==> src/rtl/quad_timer_pkg.sv <==
// constants, types and helpers shared by the quad timer block
// assumes a single clock domain, bus pins sampled synchronously to it
package quad_timer_pkg;

    // ==================================================================
    // sizes
    localparam int unsigned NUM_TIMERS = 4;
    localparam int unsigned DATA_W     = 8;
    localparam int unsigned ADDR_W     = 5;
    localparam int unsigned PRESC_W    = 8;

    // ==================================================================
    // register indices on the register select lines
    localparam logic [4:0] ADDR_A_CTRL  = 5'h1A;
    localparam logic [4:0] ADDR_B_CTRL  = 5'h1B;
    localparam logic [4:0] ADDR_CD_CTRL = 5'h1D;
    localparam logic [4:0] ADDR_A_DATA  = 5'h10;
    localparam logic [4:0] ADDR_B_DATA  = 5'h11;
    localparam logic [4:0] ADDR_C_DATA  = 5'h12;
    localparam logic [4:0] ADDR_D_DATA  = 5'h13;

    // ==================================================================
    // field layout
    localparam int unsigned AB_MODE_LSB  = 0;
    localparam int unsigned AB_MODE_W    = 4;
    localparam int unsigned AB_FORCE_BIT = 4;
    localparam int unsigned AB_CTRL_W    = 5;
    localparam int unsigned CD_C_LSB     = 4;
    localparam int unsigned CD_D_LSB     = 0;
    localparam int unsigned CD_MODE_W    = 3;

    // ==================================================================
    // reset values and codes
    localparam logic [4:0] AB_CTRL_RESET = 5'h00;
    localparam logic [2:0] CD_MODE_RESET = 3'h0;
    localparam logic [7:0] CAPTURE_RESET = 8'h00;
    localparam logic [7:0] READ_UNMAPPED = 8'h00;
    localparam logic [3:0] AB_MODE_STOP  = 4'h0;
    localparam logic [3:0] AB_MODE_EVENT = 4'h8;
    localparam logic [2:0] CD_MODE_STOP  = 3'h0;
    localparam logic [7:0] COUNT_ONE     = 8'h01;
    localparam logic [7:0] PRESC_STEP    = 8'h01;

    // ==================================================================
    // types
    typedef struct packed {
        logic       stopped;
        logic       event_mode;
        logic       pulse_mode;
        logic [7:0] div;
        logic       force_low;
    } chan_ctrl_s;

    typedef enum logic [1:0] {
        BUS_IDLE    = 2'b00,
        BUS_ACK     = 2'b01,
        BUS_RECOVER = 2'b10
    } bus_state_e;

    // prescale select code to divisor
    function automatic logic [7:0] presc_div(input logic [2:0] sel);
        logic [7:0] d;
        d = 8'h01;
        unique case (sel)
            3'h1: d = 8'h04;
            3'h2: d = 8'h0A;
            3'h3: d = 8'h10;
            3'h4: d = 8'h32;
            3'h5: d = 8'h40;
            3'h6: d = 8'h64;
            3'h7: d = 8'hC8;
            3'h0: d = 8'h01;
        endcase
        return d;
    endfunction

endpackage

==> src/rtl/timer_channel.sv <==
// one timer: prescaler, main down counter, holding register, output toggle
// assumes ctrl is already decoded and aux_level is synchronous, active high
module timer_channel
    import quad_timer_pkg::*;
#(
    parameter int unsigned COUNT_W = 8
) (
    input  wire logic               clk,
    input  wire logic               nrst,
    input  wire chan_ctrl_s         ctrl,
    input  wire logic               aux_level,
    input  wire logic               write_load,
    input  wire logic [COUNT_W-1:0] write_value,
    output logic      [COUNT_W-1:0] count,
    output logic                    timeout,
    output logic                    timer_out
);

    if (COUNT_W != DATA_W) begin : g_width_check
        $error("timer_channel: COUNT_W must equal the bus data width");
    end

    typedef struct packed {
        logic [PRESC_W-1:0] presc;
        logic [COUNT_W-1:0] count;
        logic [COUNT_W-1:0] holding;
        logic               aux_prev;
        logic               out;
        logic               timeout;
    } chan_state_s;

    chan_state_s st;
    chan_state_s next_st;
    logic        tick;

    // ==================================================================
    // next state
    always_comb begin
        next_st = st;
        tick = 1'b0;
        next_st.timeout = 1'b0;
        next_st.aux_prev = aux_level;
        if (ctrl.stopped) begin
            next_st.presc = '0;
        end else if (ctrl.event_mode) begin
            next_st.presc = '0;
            tick = aux_level & ~st.aux_prev;
        end else if (ctrl.pulse_mode && !aux_level) begin
            next_st.presc = st.presc;
        end else if (st.presc >= PRESC_W'(ctrl.div - PRESC_STEP)) begin
            next_st.presc = '0;
            tick = 1'b1;
        end else begin
            next_st.presc = PRESC_W'(st.presc + PRESC_STEP);
        end
        if (tick) begin
            if (st.count == COUNT_W'(COUNT_ONE)) begin
                // a write landing on the reload takes effect at once
                next_st.count = write_load ? write_value : st.holding;
                next_st.timeout = 1'b1;
                next_st.out = ~st.out;
            end else begin
                // zero wraps to all ones: a full 256-pulse period
                next_st.count = COUNT_W'(st.count - 1'b1);
            end
        end
        if (write_load) begin
            next_st.holding = write_value;
            if (ctrl.stopped) begin
                next_st.count = write_value;
            end
        end
        if (ctrl.force_low) begin
            next_st.out = 1'b0;
        end
    end

    // ==================================================================
    // state register
    always_ff @(posedge clk or negedge nrst) begin
        if (!nrst) begin
            st <= '0;
        end else begin
            st <= next_st;
        end
    end

    assign count = st.count;
    assign timeout = st.timeout;
    assign timer_out = st.out;

endmodule

==> src/rtl/quad_timer_register_control.sv <==
// four 8-bit down-counting timers behind an asynchronous strobe bus
// assumes bus pins and aux inputs are already synchronous to clk
module quad_timer_register_control
    import quad_timer_pkg::*;
(
    input  wire logic              clk,
    input  wire logic              nrst,
    input  wire logic              chip_select_n,
    input  wire logic              bus_data_strobe_n,
    input  wire logic              bus_read_write,
    input  wire logic [ADDR_W-1:0] register_select,
    input  wire logic [DATA_W-1:0] bus_data_in,
    output logic      [DATA_W-1:0] bus_data_out,
    output logic                   bus_data_oe,
    output logic                   dtack_n,
    input  wire logic              first_timer_aux_input,
    input  wire logic              second_timer_aux_input,
    output logic                   first_timer_output,
    output logic                   second_timer_output,
    output logic                   third_timer_output,
    output logic                   fourth_timer_output,
    output logic [NUM_TIMERS-1:0]  timer_timeout
);

    // ==================================================================
    // block state
    typedef struct packed {
        bus_state_e                          bus;
        logic [AB_CTRL_W-1:0]                ctrl_a;
        logic [AB_CTRL_W-1:0]                ctrl_b;
        logic [CD_MODE_W-1:0]                mode_c;
        logic [CD_MODE_W-1:0]                mode_d;
        logic [NUM_TIMERS-1:0][DATA_W-1:0]   capture;
        logic                                strobe_prev;
        logic [DATA_W-1:0]                   rdata;
        logic                                oe;
        logic                                ack;
    } top_state_s;

    top_state_s st;
    top_state_s next_st;

    logic                              selected;
    logic                              take;
    logic                              take_write;
    logic                              strobe_rise;
    logic [NUM_TIMERS-1:0]             data_write;
    logic [NUM_TIMERS-1:0][DATA_W-1:0] counts;
    logic [NUM_TIMERS-1:0]             outs;
    logic [NUM_TIMERS-1:0]             timeouts;
    logic [NUM_TIMERS-1:0]             aux_levels;
    chan_ctrl_s [NUM_TIMERS-1:0]       chan_ctrl;
    logic [DATA_W-1:0]                 read_mux;

    // ==================================================================
    // bus qualification
    assign selected = !chip_select_n && !bus_data_strobe_n;
    assign take = selected && (st.bus == BUS_IDLE);
    assign take_write = take && !bus_read_write;
    assign strobe_rise = !st.strobe_prev && bus_data_strobe_n;

    // data register write strobes go straight to the channels
    always_comb begin
        data_write = '0;
        if (take_write) begin
            unique case (register_select)
                ADDR_A_DATA: data_write[0] = 1'b1;
                ADDR_B_DATA: data_write[1] = 1'b1;
                ADDR_C_DATA: data_write[2] = 1'b1;
                ADDR_D_DATA: data_write[3] = 1'b1;
                default:     data_write = '0;
            endcase
        end
    end

    // ==================================================================
    // mode decode
    function automatic chan_ctrl_s decode_ab(input logic [AB_CTRL_W-1:0] c);
        chan_ctrl_s r;
        logic [AB_MODE_W-1:0] m;
        m = c[AB_MODE_LSB +: AB_MODE_W];
        r.stopped = (m == AB_MODE_STOP);
        r.event_mode = (m == AB_MODE_EVENT);
        r.pulse_mode = m[AB_MODE_W-1] && (m != AB_MODE_EVENT);
        r.div = presc_div(m[AB_MODE_W-2:0]);
        r.force_low = c[AB_FORCE_BIT];
        return r;
    endfunction

    function automatic chan_ctrl_s decode_cd(input logic [CD_MODE_W-1:0] m);
        chan_ctrl_s r;
        r.stopped = (m == CD_MODE_STOP);
        r.event_mode = 1'b0;
        r.pulse_mode = 1'b0;
        r.div = presc_div(m);
        r.force_low = 1'b0;
        return r;
    endfunction

    always_comb begin
        chan_ctrl[0] = decode_ab(st.ctrl_a);
        chan_ctrl[1] = decode_ab(st.ctrl_b);
        chan_ctrl[2] = decode_cd(st.mode_c);
        chan_ctrl[3] = decode_cd(st.mode_d);
    end

    // timers c and d have no aux input; tie their gate inactive
    assign aux_levels = {2'b00, second_timer_aux_input, first_timer_aux_input};

    // ==================================================================
    // read multiplexer
    always_comb begin
        read_mux = READ_UNMAPPED;
        unique case (register_select)
            ADDR_A_CTRL:  read_mux = DATA_W'(st.ctrl_a);
            ADDR_B_CTRL:  read_mux = DATA_W'(st.ctrl_b);
            ADDR_CD_CTRL: read_mux = {1'b0, st.mode_c, 1'b0, st.mode_d};
            ADDR_A_DATA:  read_mux = st.capture[0];
            ADDR_B_DATA:  read_mux = st.capture[1];
            ADDR_C_DATA:  read_mux = st.capture[2];
            ADDR_D_DATA:  read_mux = st.capture[3];
            default:      read_mux = READ_UNMAPPED;
        endcase
    end

    // ==================================================================
    // next state
    always_comb begin
        next_st = st;
        next_st.strobe_prev = bus_data_strobe_n;
        // counter values are frozen for reading on every strobe release
        if (strobe_rise) begin
            next_st.capture = counts;
        end
        unique case (st.bus)
            BUS_IDLE: begin
                if (take) begin
                    next_st.bus = BUS_ACK;
                    next_st.ack = 1'b1;
                    if (bus_read_write) begin
                        next_st.rdata = read_mux;
                        next_st.oe = 1'b1;
                    end else begin
                        unique case (register_select)
                            ADDR_A_CTRL: begin
                                next_st.ctrl_a = bus_data_in[AB_CTRL_W-1:0];
                            end
                            ADDR_B_CTRL: begin
                                next_st.ctrl_b = bus_data_in[AB_CTRL_W-1:0];
                            end
                            ADDR_CD_CTRL: begin
                                next_st.mode_c = bus_data_in[CD_C_LSB +: CD_MODE_W];
                                next_st.mode_d = bus_data_in[CD_D_LSB +: CD_MODE_W];
                            end
                            default: begin
                                next_st.ctrl_a = st.ctrl_a;
                            end
                        endcase
                    end
                end
            end
            BUS_ACK: begin
                // acknowledge stands until the host lets go of the strobe or the chip select
                if (!selected) begin
                    next_st.bus = BUS_RECOVER;
                    next_st.ack = 1'b0;
                    next_st.oe = 1'b0;
                end
            end
            BUS_RECOVER: begin
                next_st.bus = BUS_IDLE;
            end
            default: begin
                next_st.bus = BUS_IDLE;
                next_st.ack = 1'b0;
                next_st.oe = 1'b0;
            end
        endcase
    end

    // ==================================================================
    // state register
    always_ff @(posedge clk or negedge nrst) begin
        if (!nrst) begin
            st.bus <= BUS_IDLE;
            st.ctrl_a <= AB_CTRL_RESET;
            st.ctrl_b <= AB_CTRL_RESET;
            st.mode_c <= CD_MODE_RESET;
            st.mode_d <= CD_MODE_RESET;
            st.capture <= {NUM_TIMERS{CAPTURE_RESET}};
            st.strobe_prev <= 1'b1;
            st.rdata <= READ_UNMAPPED;
            st.oe <= 1'b0;
            st.ack <= 1'b0;
        end else begin
            st <= next_st;
        end
    end

    // ==================================================================
    // timers
    for (genvar i = 0; i < NUM_TIMERS; i++) begin : g_timer
        timer_channel #(
            .COUNT_W (DATA_W)
        ) u_channel (
            .clk         (clk),
            .nrst        (nrst),
            .ctrl        (chan_ctrl[i]),
            .aux_level   (aux_levels[i]),
            .write_load  (data_write[i]),
            .write_value (bus_data_in),
            .count       (counts[i]),
            .timeout     (timeouts[i]),
            .timer_out   (outs[i])
        );
    end

    // ==================================================================
    // outputs
    assign bus_data_out = st.rdata;
    assign bus_data_oe = st.oe;
    assign dtack_n = !st.ack;
    assign first_timer_output = outs[0];
    assign second_timer_output = outs[1];
    assign third_timer_output = outs[2];
    assign fourth_timer_output = outs[3];
    assign timer_timeout = timeouts;

endmodule

==> config.mk <==
export PLATFORM = sky130hd
export DESIGN_NAME = quad_timer_register_control
export DESIGN_NICKNAME = d
export VERILOG_FILES = /design/src/rtl/quad_timer_pkg.sv /design/src/rtl/timer_channel.sv /design/src/rtl/quad_timer_register_control.sv
export SDC_FILE = /design/constraint.sdc
export NUM_CORES = 1
export LEC_CHECK = 0
export BUFFER_PORTS_ARGS = -buffer_cell sky130_fd_sc_hd__clkbuf_2
export CAP_MARGIN = 20
export CORE_UTILIZATION = 40
export DETAILED_ROUTE_END_ITERATION = 12
export GPL_TIMING_DRIVEN = 0
export PLACE_DENSITY = 0.52
export SKIP_CTS_REPAIR_TIMING = 1
export SYNTH_ARGS = -nofsm -noshare
export SYNTH_HDL_FRONTEND = slang
export SYNTH_SLANG_ARGS = --single-unit
==> constraint.sdc <==
create_clock -name clk -period 6.78 [get_ports clk]
set_clock_uncertainty 0.15 [all_clocks]
set_input_delay 1.017 -clock clk [delete_from_list [all_inputs] [get_ports clk]]
set_output_delay 1.017 -clock clk [all_outputs]
set_load 0.05 [all_outputs]
Word level (Yosys, flattened, before mapping)
Memories as Yosys holds them, arrays and structs flattened.
Index checks and enable logic that the tools add are counted.
- bits in registers: 167
- memory bits (read-only): 256
- bits of input ports: 20
- output and inout port bits: 18
- logic and storage cells: 193
- memories kept: 4
- memories (name ; words ; width ; rd ports ; clocked after Yosys merged registers in ; write ports ; line ; text):
    (no name shown) ; 8 ; 8 ; 1 ; 0 ; 0 ; quad_timer_pkg.sv:64 ; unique case (sel)
    (no name shown) ; 8 ; 8 ; 1 ; 0 ; 0 ; quad_timer_pkg.sv:64 ;
    (no name shown) ; 8 ; 8 ; 1 ; 0 ; 0 ; quad_timer_pkg.sv:64 ;
    (no name shown) ; 8 ; 8 ; 1 ; 0 ; 0 ; quad_timer_pkg.sv:64 ;
- $add $sub $neg: 12
- order comparisons: 4
- eq/ne operators: 22
- muxes and demuxes: 71
- bitwise operators: 10
- reduce and logical (&&, ||, !) cells: 35
- operators with widths (operator ; count):
    8-bit two-way mux ; 28
    16-bit two-way mux ; 5
    8-bit by 1-bit subtractor with 8-bit output, second input constant ; 8
    8-bit one-hot mux with 7 select lines ; 1
    5-bit == test, second input constant ; 7
    8-bit by 1-bit adder with 8-bit output, second input constant ; 4
    8-bit by 1-bit == test with 1-bit output, second input constant ; 4
    8-bit greater-or-equal comparator ; 4
    1-bit two-way mux ; 23
    18-bit two-way mux ; 1
    4-bit AND reduction ; 4
    2-bit two-way mux ; 7
    5-bit two-way mux ; 2
    2-bit AND reduction ; 5
    4-bit == test, second input constant ; 2
    1-bit logical AND ; 8
    4-bit zero test ; 2
    4-bit != test, second input constant ; 2
    1-bit inverter ; 8
    2-bit nonzero test ; 4
    1-bit zero test ; 7
    3-bit zero test ; 2
    6-bit two-way mux ; 1
    2-bit != test, second input constant ; 3
    other kinds (9) ; 12

Logic depth before layout (Yosys ltp)
- depth in word-level cells: 10
- gate-level depth with buffers: 15
- mapped depth without buffers: 13

Cells and area by module
A second synthesis with hierarchy kept.
- cells, all modules: 1132
- area, all modules: 10812.9 µm²
- modules (own cells, without submodules) (module ; instances ; cells each ; area an instance (µm²) ; sequential area each (µm²)):
    timer_channel at g_timer[0].u_channel ... ; 3 ; 209 ; 1866.8 ; 675.6
    quad_timer_register_control ; 1 ; 297 ; 3279.4 ; 1527.7
    timer_channel at g_timer[3].u_channel ; 1 ; 208 ; 1933.1 ; 675.6

Least setup slack after synthesis
OpenSTA, ideal clock, no wires.
- kind: register -> register
- start point: reg st[55] (netlist name)
- end point: reg g_timer[0].u_channel.st (netlist bit g_timer[0].u_channel.count[2])
- setup time: 121 ps
- arrival time: 3363 ps
- required time: 6509 ps
- path slack: 3146 ps
- stages on the path, launching flop included: 15
- path buffers: 2
- period minus slack after synthesis: 3634 ps
- cells stage by stage: dfrtp_1 -> clkbuf_1 -> nor3_1 -> inv_1 -> ha_1 -> nor2b_1 -> o21a_1 -> a21oi_1 -> ha_1 -> nand4_1 -> o311ai_0 -> and2_0 -> clkbuf_1 -> a21oi_1 -> a22o_1
- RTL lines (item ; line ; text):
    from (decl) ; quad_timer_register_control.sv:40 ; top_state_s st;
    from (signal assigned) ; quad_timer_register_control.sv:196 ; st <= next_st;
    to (signal assigned) ; timer_channel.sv:84 ; st <= next_st;
    to (decl) ; timer_channel.sv:32 ; chan_state_s st;

==> out/qor.json <==
{
  "first_pass_drt_iterations": 5,
  "r2r_cells": 14,
  "mapped_avg_cell_area_um2": 9.843,
  "warning_count_from_the_yosys_run": 0,
  "die-area_um2": 23740,
  "syn-instance-count": 940,
  "flow.area_growth_from_synthesis_pct": 12.52,
  "drtIter0Drc": 507,
  "place.gp.congestion": 0.8597,
  "ys_ff_latch": 167,
  "synth_fp_nets": 1008,
  "cts_buffers": 17,
  "grt_pass1_wl_um": 38740,
  "critPathLaunchType": "flip-flop",
  "unrepaired_setup_endpoints_after_global_routing": "false",
  "timing.hold.worst.class": "flip-flop to flip-flop",
  "setup_viol": 0,
  "post-dp-hpwl_um": 16420,
  "number_of_antenna_violations_at_the_first_check_in_global_routing": 0,
  "r2r_start": "st[55]$_DFFE_PN0P_",
  "ys_types": 64,
  "num_io_pins": 38,
  "reg2reg_to": "g_timer[0].u_channel.count[2]$_DFF_PN0_",
  "antenna_cells_inserted": 0,
  "final_min_period_ns": 4.195,
  "clk_transition_reported_paths_ns": 0.07,
  "number_of_nets_in_the_layout": 1064,
  "max_cap_viol_count": 0,
  "grt_max_degree": 93,
  "antenna_violating_nets_post_route": 0,
  "hold_violations": 0,
  "final_layout_size_suffix_gt1_frac": 0.1607,
  "vdd.ir_drop.worst_mv": 0.1428,
  "most_frequent_cells_in_the_layout": "166 x dfrtp_1, 100 x nand2_1, 70 x nor2_1",
  "number_of_enable_flip_flop_cells_after_synthesis": 0,
  "detail_route.vias_per_cell": 5.558,
  "relSlewSlack": 0.3609,
  "fin_tns_setup_ns": 0,
  "timing.fmax_mhz": 238.4,
  "worst-endpoint-arrival_ns": 4.37,
  "clock-root-buffer": "clkbuf_16",
  "postRouteWirelength_um": 23500,
  "die_x_um": 154.1,
  "bufs_on_longest_clock_path": 2,
  "status": "finished, final reports clean",
  "drc": 0,
  "power_leakage_uw": 0.004762,
  "hold_path.startpoint": "g_timer[2].u_channel.timer_out$_DFFE_PN0P_",
  "initial_utilization": 0.4087,
  "postSynth.topFlopCell": "dfrtp_1",
  "min_period_over_period": 0.6187,
  "worst_skew_pair.late_latency_ns": 0.44,
  "routed_wire_length_per_instance_um": 18.18,
  "io_buffer_count": 33,
  "top_cell_type_by_total_area_after_synthesis": "dfrtp_1",
  "worst_hold_slack_ns": 0.3148,
  "design.core.area_um2": 22640,
  "numClockSinks": 167,
  "cts_tree": "built",
  "worstMarginPinSlew_ns": 0.9515,
  "final_common_cell": "dfrtp_1",
  "dr_total_vias": 7187,
  "groute.usage.overall": 0.2097,
  "critical_path_start_end_classification": "flip-flop to flip-flop",
  "htreeDepth": 4,
  "synth.area.top_cells": "dfrtp_1 45%, mux2_2 8.4%, ha_1 6.5%",
  "power_density_nw_per_um2": 310.9,
  "num_rows": 55,
  "finalWorstSetupSlack_ns": 2.585,
  "startpoint": "st[55]$_DFFE_PN0P_",
  "critical_path_required_ns": 6.96,
  "synth_top_area_frac": 0.4490,
  "placement.setup.worst_slack_ns": 2.339,
  "async_reset_ff_frac": 1.000,
  "worst-r2r-setup-slack_ns": 2.59,
  "timing.critical_path.to_type": "flip-flop",
  "drv_slew": 0,
  "global_route_total_overflow": 0,
  "ys_seq_area_frac": 0.4518,
  "critical_path.endpoint": "g_timer[0].u_channel.count[2]$_DFF_PN0_",
  "path_max_fanout": 10,
  "grt_pass1_vias": 6994,
  "syn-cell-area_um2": 9253,
  "die_height_um": 154.1
}
-- cell families (layout without fill, tap and decap cells) --
| logic type | after synthesis | in the layout | synth area share |
|---|---|---|---|
| and+or+nand+nor | 334 | 334 | 0.1790 |
| AOI/OAI and AO/OA | 201 | 201 | 0.1444 |
| DFF | 167 | 167 | 0.4518 |
| buffers and inverters | 86 | 154 | 0.04111 |
| muxes | 77 | 77 | 0.09317 |
| adders and majority gates | 48 | 48 | 0.06491 |
| xor gates and xnor gates | 27 | 27 | 0.02556 |
-- Yosys cell counts (4+ instances only) --
library cell,number
nor2b_1,9
a222oi_1,4
or2_2,4
nor2_1,70
a31oi_1,15
o41ai_1,4
o211ai_1,11
xnor2_1,9
mux2i_1,7
clkbuf_1,38
inv_1,29
and3_1,13
a22oi_1,15
nand4_1,4
nand2b_1,24
nand3_1,57
buf_4,12
dfrtp_1,166
o21bai_1,4
o31ai_1,5
or3_1,4
nor4_1,7
nor3_1,14
buf_2,4
o311ai_0,7
nand2_1,100
o21a_1,8
a21o_1,14
nor3b_1,6
ha_1,48
a21oi_1,25
o21ai_0,60
xor2_1,18
mux2_2,69
-- critical path: stages (launching register included) --
cell	delay, ns
dfrtp_1	0.36
clkbuf_1	0.21
nor3_1	0.59
inv_1	0.18
ha_1	0.27
nor2b_1	0.12
o21a_1	0.11
a21oi_1	0.04
ha_1	0.34
nand4_1	0.10
o311ai_0	0.72
and2_0	0.22
clkbuf_1	0.34
a21oi_1	0.12
a22o_1	0.21
-- sequential cells by signal, indices dropped and copies added (netlist names) --
name                         count
bus_data_oe                      1
bus_data_out                     8
chan_ctrl                        2
g_timer.u_channel.count         32
g_timer.u_channel.st            66
g_timer.u_channel.timeout        4
g_timer.u_channel.timer_out      4
st                              50
-- metal layers --
| metal | part of all wire | global-route usage | vias to the layer above |
|---|---|---|---|
| li1 | - | - | 3478 |
| met1 | 0.50 | 0.3014 | 3539 |
| met2 | 0.45 | 0.3238 | 142 |
| met3 | 0.037 | 0.03777 | 28 |
| met4 | 0.015 | 0.05524 | 0 |
| met5 | 0 | 0 | - |
-- final cells by class --
| class | count | area [um^2] |
|---|---|---|
| tap | 285 | 356.6 |
| multi-input combinational | 687 | 4698 |
| timing repair buffer | 37 | 215.2 |
| fill | 2166 | 12230 |
| inverter | 29 | 108.9 |
| sequential | 167 | 4180 |
| clock inverter | 9 | 126.4 |
| clock buffer | 22 | 454.2 |
| buffer | 57 | 271.5 |
-- how the worst min path moves through the flow --
| stage | endpoint | slack, ns | cells after the start |
|---|---|---|---|
| finish | g_timer[2].u_channel.timer_out$_DFFE_PN0P_ | 0.31 | 1 |
| global route | g_timer[2].u_channel.timer_out$_DFFE_PN0P_ | 0.33 | 1 |
| CTS | g_timer[2].u_channel.timer_out$_DFFE_PN0P_ | 0.32 | 1 |
| detailed placement | g_timer[2].u_channel.timer_out$_DFFE_PN0P_ | 0.31 | 1 |
| global placement | g_timer[3].u_channel.timer_out$_DFFE_PN0P_ | 0.31 | 1 |
| floorplan | g_timer[0].u_channel.timer_out$_DFFE_PN0P_ | 0.27 | 1 |
-- through the flow --
step	power (uW)	cells	instance area, um^2	utilization
3_3_place_gp	2251	1258	9774	0.4317
3_5_place_dp	2260	1260	9821	0.4338
4_1_cts	3260	1291	10400	0.4594
5_1_grt	3452	1293	10410	0.4599
2_1_floorplan	1992	940	9253	-
6_report	3236	1293	10410	0.4599
-- report_power, final --
part | switching [uW] | total [uW] | internal (uW) | leakage [uW]
registers | 193 | 1390 | 1190 | 0.00221
logic | 503 | 865 | 362 | 0.00227
clock network | 401 | 986 | 585 | 0.000284
Note: power is estimated with default switching activity, not from simulation.
